--- src/rtl/sarcc_pkg.sv ---
/*
 * Shared constants and types for the converter control block.
 * Assumes a single 200 MHz clock domain and a 32-bit AXI4-Lite register bus.
 */
package sarcc_pkg;
   // ****************************************
   // Register map and fields
   // ****************************************
   localparam int unsigned ADDR_W = 8;
   localparam logic [7:0] CTRL_OFS = 8'h00;
   localparam logic [7:0] CFG_OFS = 8'h04;
   localparam logic [7:0] PSEL_OFS = 8'h08;
   localparam logic [7:0] NSEL_OFS = 8'h0c;
   localparam logic [7:0] RES_OFS = 8'h10;
   localparam logic [7:0] STAT_OFS = 8'h14;
   localparam int unsigned CTRL_EN_BIT = 0;
   localparam int unsigned CTRL_TM_BIT = 1;
   localparam int unsigned CTRL_SRC_LSB = 2;
   localparam int unsigned CTRL_BUSY_BIT = 5;
   localparam int unsigned CTRL_FLAG_BIT = 6;
   localparam int unsigned CTRL_IE_BIT = 7;
   localparam int unsigned CFG_LJ_BIT = 2;
   localparam int unsigned CFG_DIV_LSB = 3;
   localparam logic [4:0] CFG_DIV_RST = 5'h1f;
   localparam logic [1:0] RESP_OKAY = 2'h0;
   localparam logic [1:0] RESP_SLVERR = 2'h2;
   // ****************************************
   // Converter constants
   // ****************************************
   localparam logic [4:0] POS_TEMP = 5'h1e;
   localparam logic [4:0] POS_SUPPLY = 5'h1f;
   localparam logic [4:0] NEG_REF = 5'h1e;
   localparam logic [4:0] NEG_GND = 5'h1f;
   localparam logic [9:0] SAR_MSB = 10'h200;
   localparam logic [3:0] SAR_TOP_IDX = 4'h9;
   localparam logic [1:0] TRACK_LAST = 2'h2;
   // ****************************************
   // Types
   // ****************************************
   typedef enum logic [2:0] {
      SRC_SW = 3'h0, SRC_T0 = 3'h1, SRC_T2 = 3'h2, SRC_T1 = 3'h3, SRC_EXT = 3'h4, SRC_T3 = 3'h5
   } sarcc_src_t;
   typedef enum logic [2:0] {ST_IDLE = 3'h1, ST_TRACK = 3'h2, ST_CONV = 3'h4} sarcc_state_t;
   typedef struct packed {
      logic t0_ovf;
      logic t1_ovf;
      logic t2_low_ovf;
      logic t2_high_ovf;
      logic t2_16bit;
      logic t3_low_ovf;
      logic t3_high_ovf;
      logic t3_16bit;
      logic ext_start;
   } sarcc_trig_t;
   typedef struct packed {
      logic [4:0] pos_code;
      logic [4:0] neg_code;
      logic single_ended;
      logic temp_sel;
      logic supply_sel;
      logic ref_sel;
   } sarcc_mux_t;
   typedef struct packed {
      logic track;
      logic hold;
      logic [9:0] trial;
   } sarcc_sar_t;
   typedef struct packed {
      sarcc_state_t fsm;
      logic en;
      logic tm;
      logic ie;
      sarcc_src_t src;
      logic flag;
      logic busy;
      logic [4:0] div;
      logic lj;
      logic [15:0] result;
      logic [4:0] div_cnt;
      logic [1:0] trk_cnt;
      logic [3:0] bit_idx;
      logic [9:0] sar;
      logic ext_prev;
      logic irq;
      logic aw_got;
      logic w_got;
      logic [7:0] aw_addr;
      logic [31:0] wdata;
      logic [3:0] wstrb;
      logic awready;
      logic wready;
      logic bvalid;
      logic [1:0] bresp;
      logic arready;
      logic rvalid;
      logic [1:0] rresp;
      logic [31:0] rdata;
      sarcc_mux_t mux;
      sarcc_sar_t sar_out;
   } sarcc_regs_t;
   localparam sarcc_regs_t SARCC_RST = '{fsm: ST_IDLE, src: SRC_SW, div: CFG_DIV_RST, default: '0};
endpackage : sarcc_pkg

--- src/rtl/sarcc_top.sv ---
/*
 * Conversion control for a 10-bit successive-approximation converter.
 * Assumes synchronous trigger inputs and comparator, and an AXI4-Lite master.
 */
`timescale 1ns/1ps
`default_nettype none

module sarcc_top
   import sarcc_pkg::*;
(
   // Clock and reset
   input wire logic aclk,
   input wire logic aresetn,
   // AXI4-Lite write channels
   input wire logic [ADDR_W-1:0] s_axi_awaddr,
   input wire logic s_axi_awvalid,
   output logic s_axi_awready,
   input wire logic [31:0] s_axi_wdata,
   input wire logic [3:0] s_axi_wstrb,
   input wire logic s_axi_wvalid,
   output logic s_axi_wready,
   output logic [1:0] s_axi_bresp,
   output logic s_axi_bvalid,
   input wire logic s_axi_bready,
   // AXI4-Lite read channels
   input wire logic [ADDR_W-1:0] s_axi_araddr,
   input wire logic s_axi_arvalid,
   output logic s_axi_arready,
   output logic [31:0] s_axi_rdata,
   output logic [1:0] s_axi_rresp,
   output logic s_axi_rvalid,
   input wire logic s_axi_rready,
   // Start sources and power state
   input wire sarcc_trig_t trig,
   input wire logic standby_req,
   // Analog front end
   input wire logic cmp_above,
   output sarcc_mux_t mux_sel,
   output sarcc_sar_t sar_ctl,
   // Completion interrupt
   output logic done_irq
);
   // ****************************************
   // Helpers
   // ****************************************
   function automatic logic sarcc_mapped(input logic [7:0] a);
      logic m;
      m = (a == CTRL_OFS) || (a == CFG_OFS) || (a == PSEL_OFS) ||
          (a == NSEL_OFS) || (a == RES_OFS) || (a == STAT_OFS);
      return m;
   endfunction : sarcc_mapped

   function automatic logic [15:0] sarcc_format(input logic [9:0] code, input logic diff, input logic lj);
      logic [15:0] f;
      if (lj) begin
         f = {code, 6'h00};
      end else if (diff) begin
         f = {{6{code[9]}}, code};
      end else begin
         f = {6'h00, code};
      end
      return f;
   endfunction : sarcc_format

   function automatic logic sarcc_hit(input sarcc_src_t src, input sarcc_trig_t t, input logic sw,
                                      input logic er);
      logic h;
      case (src)
         SRC_SW: h = sw;
         SRC_T0: h = t.t0_ovf;
         SRC_T2: h = t.t2_16bit ? t.t2_high_ovf : t.t2_low_ovf;
         SRC_T1: h = t.t1_ovf;
         SRC_EXT: h = er;
         SRC_T3: h = t.t3_16bit ? t.t3_high_ovf : t.t3_low_ovf;
         default: h = 1'b0;
      endcase
      return h;
   endfunction : sarcc_hit

   sarcc_regs_t s_r;
   sarcc_regs_t s_nxt;
   logic wr_go;
   logic [7:0] wb;
   logic sw_start;
   logic clr_flag;
   logic start;
   logic tick;
   logic ext_rise;
   logic done;
   logic [9:0] mask;
   logic [9:0] keep;
   logic [9:0] raw;

   // ****************************************
   // Next-state logic
   // ****************************************
   always_comb begin
      s_nxt = s_r;
      wr_go = 1'b0;
      wb = 8'h00;
      sw_start = 1'b0;
      clr_flag = 1'b0;
      done = 1'b0;
      // Write address and data may arrive in either order
      if (s_axi_awvalid && s_r.awready) begin
         s_nxt.aw_got = 1'b1;
         s_nxt.aw_addr = s_axi_awaddr;
      end
      if (s_axi_wvalid && s_r.wready) begin
         s_nxt.w_got = 1'b1;
         s_nxt.wdata = s_axi_wdata;
         s_nxt.wstrb = s_axi_wstrb;
      end
      if (s_r.bvalid && s_axi_bready) begin
         s_nxt.bvalid = 1'b0;
      end
      wr_go = s_nxt.aw_got && s_nxt.w_got && !s_nxt.bvalid;
      wb = s_nxt.wdata[7:0];
      if (wr_go) begin
         s_nxt.aw_got = 1'b0;
         s_nxt.w_got = 1'b0;
         s_nxt.bvalid = 1'b1;
         s_nxt.bresp = sarcc_mapped(s_nxt.aw_addr) ? RESP_OKAY : RESP_SLVERR;
         if (s_nxt.wstrb[0]) begin
            case (s_nxt.aw_addr)
               CTRL_OFS: begin
                  s_nxt.en = wb[CTRL_EN_BIT];
                  s_nxt.tm = wb[CTRL_TM_BIT];
                  s_nxt.src = sarcc_src_t'(wb[CTRL_SRC_LSB+:3]);
                  s_nxt.ie = wb[CTRL_IE_BIT];
                  clr_flag = wb[CTRL_FLAG_BIT];
                  sw_start = wb[CTRL_BUSY_BIT];
               end
               CFG_OFS: begin
                  s_nxt.div = wb[CFG_DIV_LSB+:5];
                  s_nxt.lj = wb[CFG_LJ_BIT];
               end
               PSEL_OFS: s_nxt.mux.pos_code = wb[4:0];
               NSEL_OFS: s_nxt.mux.neg_code = wb[4:0];
               default: ;
            endcase
         end
      end
      s_nxt.awready = !s_nxt.aw_got && !s_nxt.bvalid;
      s_nxt.wready = !s_nxt.w_got && !s_nxt.bvalid;
      // Read channel
      if (s_r.rvalid && s_axi_rready) begin
         s_nxt.rvalid = 1'b0;
      end
      if (s_axi_arvalid && s_r.arready) begin
         s_nxt.rvalid = 1'b1;
         s_nxt.rresp = sarcc_mapped(s_axi_araddr) ? RESP_OKAY : RESP_SLVERR;
         case (s_axi_araddr)
            CTRL_OFS: s_nxt.rdata = {24'h0, s_r.ie, s_r.flag, s_r.busy, s_r.src, s_r.tm, s_r.en};
            CFG_OFS: s_nxt.rdata = {24'h0, s_r.div, s_r.lj, 2'h0};
            PSEL_OFS: s_nxt.rdata = {27'h0, s_r.mux.pos_code};
            NSEL_OFS: s_nxt.rdata = {27'h0, s_r.mux.neg_code};
            RES_OFS: s_nxt.rdata = {16'h0, s_r.result};
            STAT_OFS: s_nxt.rdata = {29'h0, s_r.sar_out.hold, s_r.sar_out.track, s_r.mux.single_ended};
            default: s_nxt.rdata = 32'h0;
         endcase
      end
      s_nxt.arready = !s_nxt.rvalid;
      // Conversion clock divider
      tick = s_r.div_cnt >= s_r.div;
      s_nxt.div_cnt = tick ? 5'h00 : 5'(s_r.div_cnt + 5'h01);
      ext_rise = trig.ext_start && !s_r.ext_prev;
      s_nxt.ext_prev = trig.ext_start;
      start = s_r.en && sarcc_hit(s_r.src, trig, sw_start, ext_rise);
      // Successive approximation step
      mask = 10'(10'h001 << s_r.bit_idx);
      keep = cmp_above ? s_r.sar : (s_r.sar & ~mask);
      raw = s_r.mux.single_ended ? keep : (keep ^ SAR_MSB);
      case (s_r.fsm)
         ST_IDLE: begin
            if (start) begin
               if (s_r.tm && (s_r.src != SRC_EXT)) begin
                  s_nxt.fsm = ST_TRACK;
                  s_nxt.trk_cnt = 2'h0;
               end else begin
                  s_nxt.fsm = ST_CONV;
                  s_nxt.sar = SAR_MSB;
                  s_nxt.bit_idx = SAR_TOP_IDX;
               end
            end
         end
         ST_TRACK: begin
            if (tick) begin
               if (s_r.trk_cnt == TRACK_LAST) begin
                  s_nxt.fsm = ST_CONV;
                  s_nxt.sar = SAR_MSB;
                  s_nxt.bit_idx = SAR_TOP_IDX;
               end else begin
                  s_nxt.trk_cnt = 2'(s_r.trk_cnt + 2'h1);
               end
            end
         end
         ST_CONV: begin
            if (tick) begin
               if (s_r.bit_idx == 4'h0) begin
                  s_nxt.fsm = ST_IDLE;
                  s_nxt.result = sarcc_format(raw, !s_r.mux.single_ended, s_r.lj);
                  done = 1'b1;
               end else begin
                  s_nxt.sar = keep | (mask >> 1);
                  s_nxt.bit_idx = 4'(s_r.bit_idx - 4'h1);
               end
            end
         end
         default: s_nxt.fsm = ST_IDLE;
      endcase
      if (!s_nxt.en) begin
         s_nxt.fsm = ST_IDLE;
      end
      s_nxt.busy = s_nxt.fsm != ST_IDLE;
      // Completion flag: a completion in the clearing cycle wins
      if (clr_flag) begin
         s_nxt.flag = 1'b0;
      end
      if (done) begin
         s_nxt.flag = 1'b1;
      end
      s_nxt.irq = s_nxt.flag && s_nxt.ie;
      // Input routing
      s_nxt.mux.single_ended = s_nxt.mux.neg_code == NEG_GND;
      s_nxt.mux.temp_sel = s_nxt.mux.pos_code == POS_TEMP;
      s_nxt.mux.supply_sel = s_nxt.mux.pos_code == POS_SUPPLY;
      s_nxt.mux.ref_sel = s_nxt.mux.neg_code == NEG_REF;
      // Track and hold control
      if (!s_nxt.en || standby_req) begin
         s_nxt.sar_out.track = 1'b0;
      end else if (s_nxt.tm) begin
         s_nxt.sar_out.track = (s_nxt.fsm == ST_TRACK) ||
            ((s_nxt.fsm == ST_IDLE) && (s_nxt.src == SRC_EXT) && !trig.ext_start);
      end else begin
         s_nxt.sar_out.track = s_nxt.fsm != ST_CONV;
      end
      s_nxt.sar_out.hold = s_nxt.fsm == ST_CONV;
      s_nxt.sar_out.trial = s_nxt.sar;
   end

   always_ff @(posedge aclk) begin
      if (!aresetn) begin
         s_r <= SARCC_RST;
      end else begin
         s_r <= s_nxt;
      end
   end

   assign s_axi_awready = s_r.awready;
   assign s_axi_wready = s_r.wready;
   assign s_axi_bresp = s_r.bresp;
   assign s_axi_bvalid = s_r.bvalid;
   assign s_axi_arready = s_r.arready;
   assign s_axi_rdata = s_r.rdata;
   assign s_axi_rresp = s_r.rresp;
   assign s_axi_rvalid = s_r.rvalid;
   assign mux_sel = s_r.mux;
   assign sar_ctl = s_r.sar_out;
   assign done_irq = s_r.irq;

   logic [5:0] gap_r;
   logic div_chg_r;
   logic seen_r;
   always_ff @(posedge aclk) begin
      if (!aresetn) begin
         gap_r <= 6'h00;
         div_chg_r <= 1'b0;
         seen_r <= 1'b0;
      end else begin
         gap_r <= tick ? 6'h00 : 6'(gap_r + 6'h01);
         div_chg_r <= tick ? 1'b0 : (div_chg_r || (s_nxt.div != s_r.div));
         seen_r <= seen_r || tick;
      end
   end
endmodule : sarcc_top

`default_nettype wire

--- config.mk ---
export PLATFORM = sky130hd
export DESIGN_NAME = sarcc_top
export DESIGN_NICKNAME = d
export VERILOG_FILES = /design/src/rtl/sarcc_pkg.sv /design/src/rtl/sarcc_top.sv
export SDC_FILE = /design/constraint.sdc
export NUM_CORES = 1
export LEC_CHECK = 0
export ABC_AREA = 1
export BUFFER_PORTS_ARGS = -buffer_cell sky130_fd_sc_hd__buf_4
export CAP_MARGIN = 20
export CORE_MARGIN = 3
export CORE_UTILIZATION = 56
export CTS_BUF_LIST = sky130_fd_sc_hd__clkbuf_4
export DETAILED_ROUTE_END_ITERATION = 12
export PLACE_DENSITY = 0.83
export REMOVE_ABC_BUFFERS = 1
export SYNTH_ARGS = -nofsm -noshare
export SYNTH_HDL_FRONTEND = slang
export SYNTH_SLANG_ARGS = --single-unit
--- constraint.sdc ---
create_clock -name aclk -period 2.5 [get_ports aclk]
set_clock_uncertainty 0.05 [all_clocks]
set_input_delay 0 -clock aclk [delete_from_list [all_inputs] [get_ports aclk]]
set_output_delay 0 -clock aclk [all_outputs]
set_load 0.005 [all_outputs]
==> results.py <==
metrics = {
    "status": {
        "status": "complete, no violations",
    },
    "global_route": {
        "grt_use_met2": 0.457,
        "antenna_found_initial": 0,
        "grt_pass1_wl_mm": 24.2,
        "grtUsageMet3": 0.0636,
        "grt_usage": 0.260,
        "grt_pass1_vias": 5326,
        "use_met1": 0.306,
        "grt_max_degree": 45,
        "gr-total-overflow": 0,
        "global_route.peak_usage_layer": "met2",
    },
    "job": {
        "maxCapViolCount": 0,
    },
    "worst_setup_path": {
        "rr_endpoint": "s_r[139]",
        "slowest_delay_ns": 0.35,
        "worstPathMaxFanout": 17,
        "cp-end-kind": "register",
        "cp_cell_sequence": "inv_1, ha_1, a21oi_1, o21a_1, nand3_1, buf_4, nand3_1, clkinvlp_4, o21ai_0, o211a_1",
        "r2r_slack_ns": 0.15,
        "reg2reg_depth": 10,
        "path_class": "reg -> reg",
        "startpoint_type": "register",
        "cp_common_cell": "nand3_1",
        "slowest_stage": "dfxtp_1",
        "worstReg2RegStart": "s_r[157]",
        "required_ns": 2.91,
        "crit_arrival_ns": 2.76,
    },
    "detailed_routing": {
        "routed_wl_mm": 15.0,
        "first_iter_violations": 381,
        "ant_nets": 0,
        "vias": 5544,
        "drc_errors": 0,
        "viasPerCell": 5.34,
        "drtPass1Iterations": 6,
        "wl_per_cell_um": 14.4,
    },
    "logic_synthesis": {
        "synth.area.top_cells": "dfxtp_1 39%, nand2_1 8.4%, buf_4 8.0%",
        "yosysWarningCount": 0,
        "synthDistinctLibCells": 42,
        "yosysTopAreaCellShare": 0.394,
        "synth_edf_count": 0,
        "ys_seq_elements": 114,
        "seq_area_frac_synth": 0.394,
        "synth_area_per_cell_sq_um": 7.28,
        "yosys-top-cells-count": "129 x nand2_1, 114 x dfxtp_1, 95 x inv_1, 91 x nor2_1, 62 x buf_4",
        "async_reset_ff_frac": 0,
        "postSynthCellCount": 795,
        "synthFlopType": "dfxtp_1",
        "yosys.area.top_type": "dfxtp_1",
        "synth_most_common_cell": "nand2_1",
        "synth_area_sq_mm": 0.00579,
    },
    "floorplanning": {
        "die-height_um": 108,
        "dieArea_sq_mm": 0.0116,
        "die_w_um": 108,
        "start_util": 0.584,
        "core_sq_mm": 0.00991,
        "io_pins": 138,
        "placementRows": 36,
    },
    "place": {
        "dp_hpwl_mm": 10.1,
        "gp_congestion": 0.905,
        "numPortBuffers": 92,
        "dp.cells": 957,
    },
    "pwr": {
        "ir_drop_mv": 0.356,
        "power.leakage_uw": 0.00330,
        "power.density_mw_per_mm2": 532,
        "total_power_uw": 3700,
    },
    "timing": {
        "rsz0062_at_grt": "no",
        "hold_violations": 0,
        "fin_crit_sh": 0.939,
        "slew_viol_final": 0,
        "setup-tns-final_ns": 0,
        "min_period_ns": 2.35,
        "fmax_mhz": 426,
        "max_slew_margin": 0.471,
        "setup_violations": 0,
        "worst_slew_pin_slew_ns": 0.793,
    },
    "cells_and_area": {
        "fin_util": 0.703,
        "diodes": 0,
        "final_layout_size_suffix_gt1_frac": 0.193,
        "synthToLayoutAreaGrowth_pct": 20.3,
        "layout.nets": 976,
        "fin_cells": 1039,
    },
    "clock_network": {
        "cts_max_level": 4,
        "clk_path_buf_depth": 2,
        "root_buffer": "clkbuf_4",
        "clk_latency_ns": 0.54,
        "cts_sinks": 114,
        "clkTransAtPathRegs_ns": 0.10,
        "cts_buffers": 17,
        "cts_tree": "built",
    },
    "min_path": {
        "worstHoldPathCells": 7,
        "worst_hold_path.endpoint": "s_axi_rresp[1]",
        "hold_class": "in -> reg",
        "hold_path_startpoint": "s_axi_araddr[7]",
    },
}
## state kept, by name, indices dropped and copies added, names as in the netlist
signal         cells
s_axi_awready      1
done_irq           1
s_axi_rdata       16
s_axi_bresp        1
mux_sel           14
s_axi_rresp        1
sar_ctl           12
s_axi_arready      1
s_axi_wready       1
s_axi_rvalid       1
s_r               64
s_axi_bvalid       1
## where the power goes
group	switching (uW)	leakage (uW)	internal (uW)
sequential	32.8	0.000924	1860
clock	738	0.000137	612
combinational	247	0.00224	206
## cell usage in the layout (no fill, tap or decap), types with 6 or more instances in the layout
master	instances
nand4_1	8
o221ai_1	6
nand2_1	128
nor3_1	14
nand2_2	13
ha_1	13
conb_1	18
inv_1	94
clkbuf_4	19
nand3_1	37
dfxtp_1	113
nor2_1	91
a21oi_1	52
clkinvlp_4	8
o211ai_1	8
o21ai_1	13
buf_4	100
or2_2	8
dlygate4sd3_1	49
o21ai_0	56
## timing repair
| action | 4_1_cts | 5_1_grt |
|---|---|---|
| hold endpoints to repair | 81 | 0 |
| endpoints found under the setup margin | 0 | 33 |
| gates resized for setup | 0 | 4 |
| buffers inserted | 0 | 1 |
| hold buffers | 49 | 0 |
## critical path: cells and delay by family (launching register included)
family                     cells  cell delay [ns]
AOI/OAI and AO/OA              4             0.75
buffers and inverters          3             0.55
DFF                            1             0.35
adders and majority gates      1             0.31
and+or+nand+nor                2             0.29
## metrics by stage
step,setup slack (ns),area [sq um],hold slack [ns]
CTS,0.151,6940,0.0625
global placement,0.287,6170,0.143
floorplan,0.336,5260,0.0435
finish,0.153,6960,0.0880
global route,0.000142,6960,0.119
detailed placement,0.207,6170,0.152
## how the worst max path moves through the flow
stage,slack [ns],to,depth (start not counted),startpoint
3_5_place_dp,0.21,sar_ctl[1],13,s_axi_awready
2_1_floorplan,0.34,s_r[138],9,s_r[157]
3_3_place_gp,0.29,sar_ctl[5],12,s_r[157]
4_1_cts,0.15,sar_ctl[11],12,s_axi_awready
5_1_grt,0.0001,sar_ctl[6],12,s_r[157]
6_report,0.15,s_r[139],10,s_r[157]
## kinds of logic (layout without fill, tap and decap cells)
logic type,Yosys count,after routing,share of synthesized area
adder cells (fa/ha/maj),13,13,0.0281
multiplexers,2,2,0.00346
other,1,18,0.000648
flip-flops,114,114,0.394
AO/OA/AOI/OAI,159,159,0.155
buffers and inverters,186,280,0.166
AND/OR/NAND/NOR,317,317,0.248
XOR/XNOR,3,3,0.00454
## layer usage
layer  vias up  wire (um)  part of all wire
met1      2530       6160              0.41
met3        45       1060             0.071
li1       2702          -                 -
met2       267       7460              0.50
met5         -          0                 0
met4         0        325             0.022
## layout make-up
type | instances | area (sq um)
Clock buffer | 19 | 143
Clock inverter | 13 | 138
Fill cell | 769 | 2950
Inverter | 99 | 379
Multi-Input combinational cell | 512 | 2610
Sequential cell | 114 | 2280
Tap cell | 133 | 166
Timing Repair Buffer | 149 | 1240
Note: power is estimated with default switching activity, not from simulation.
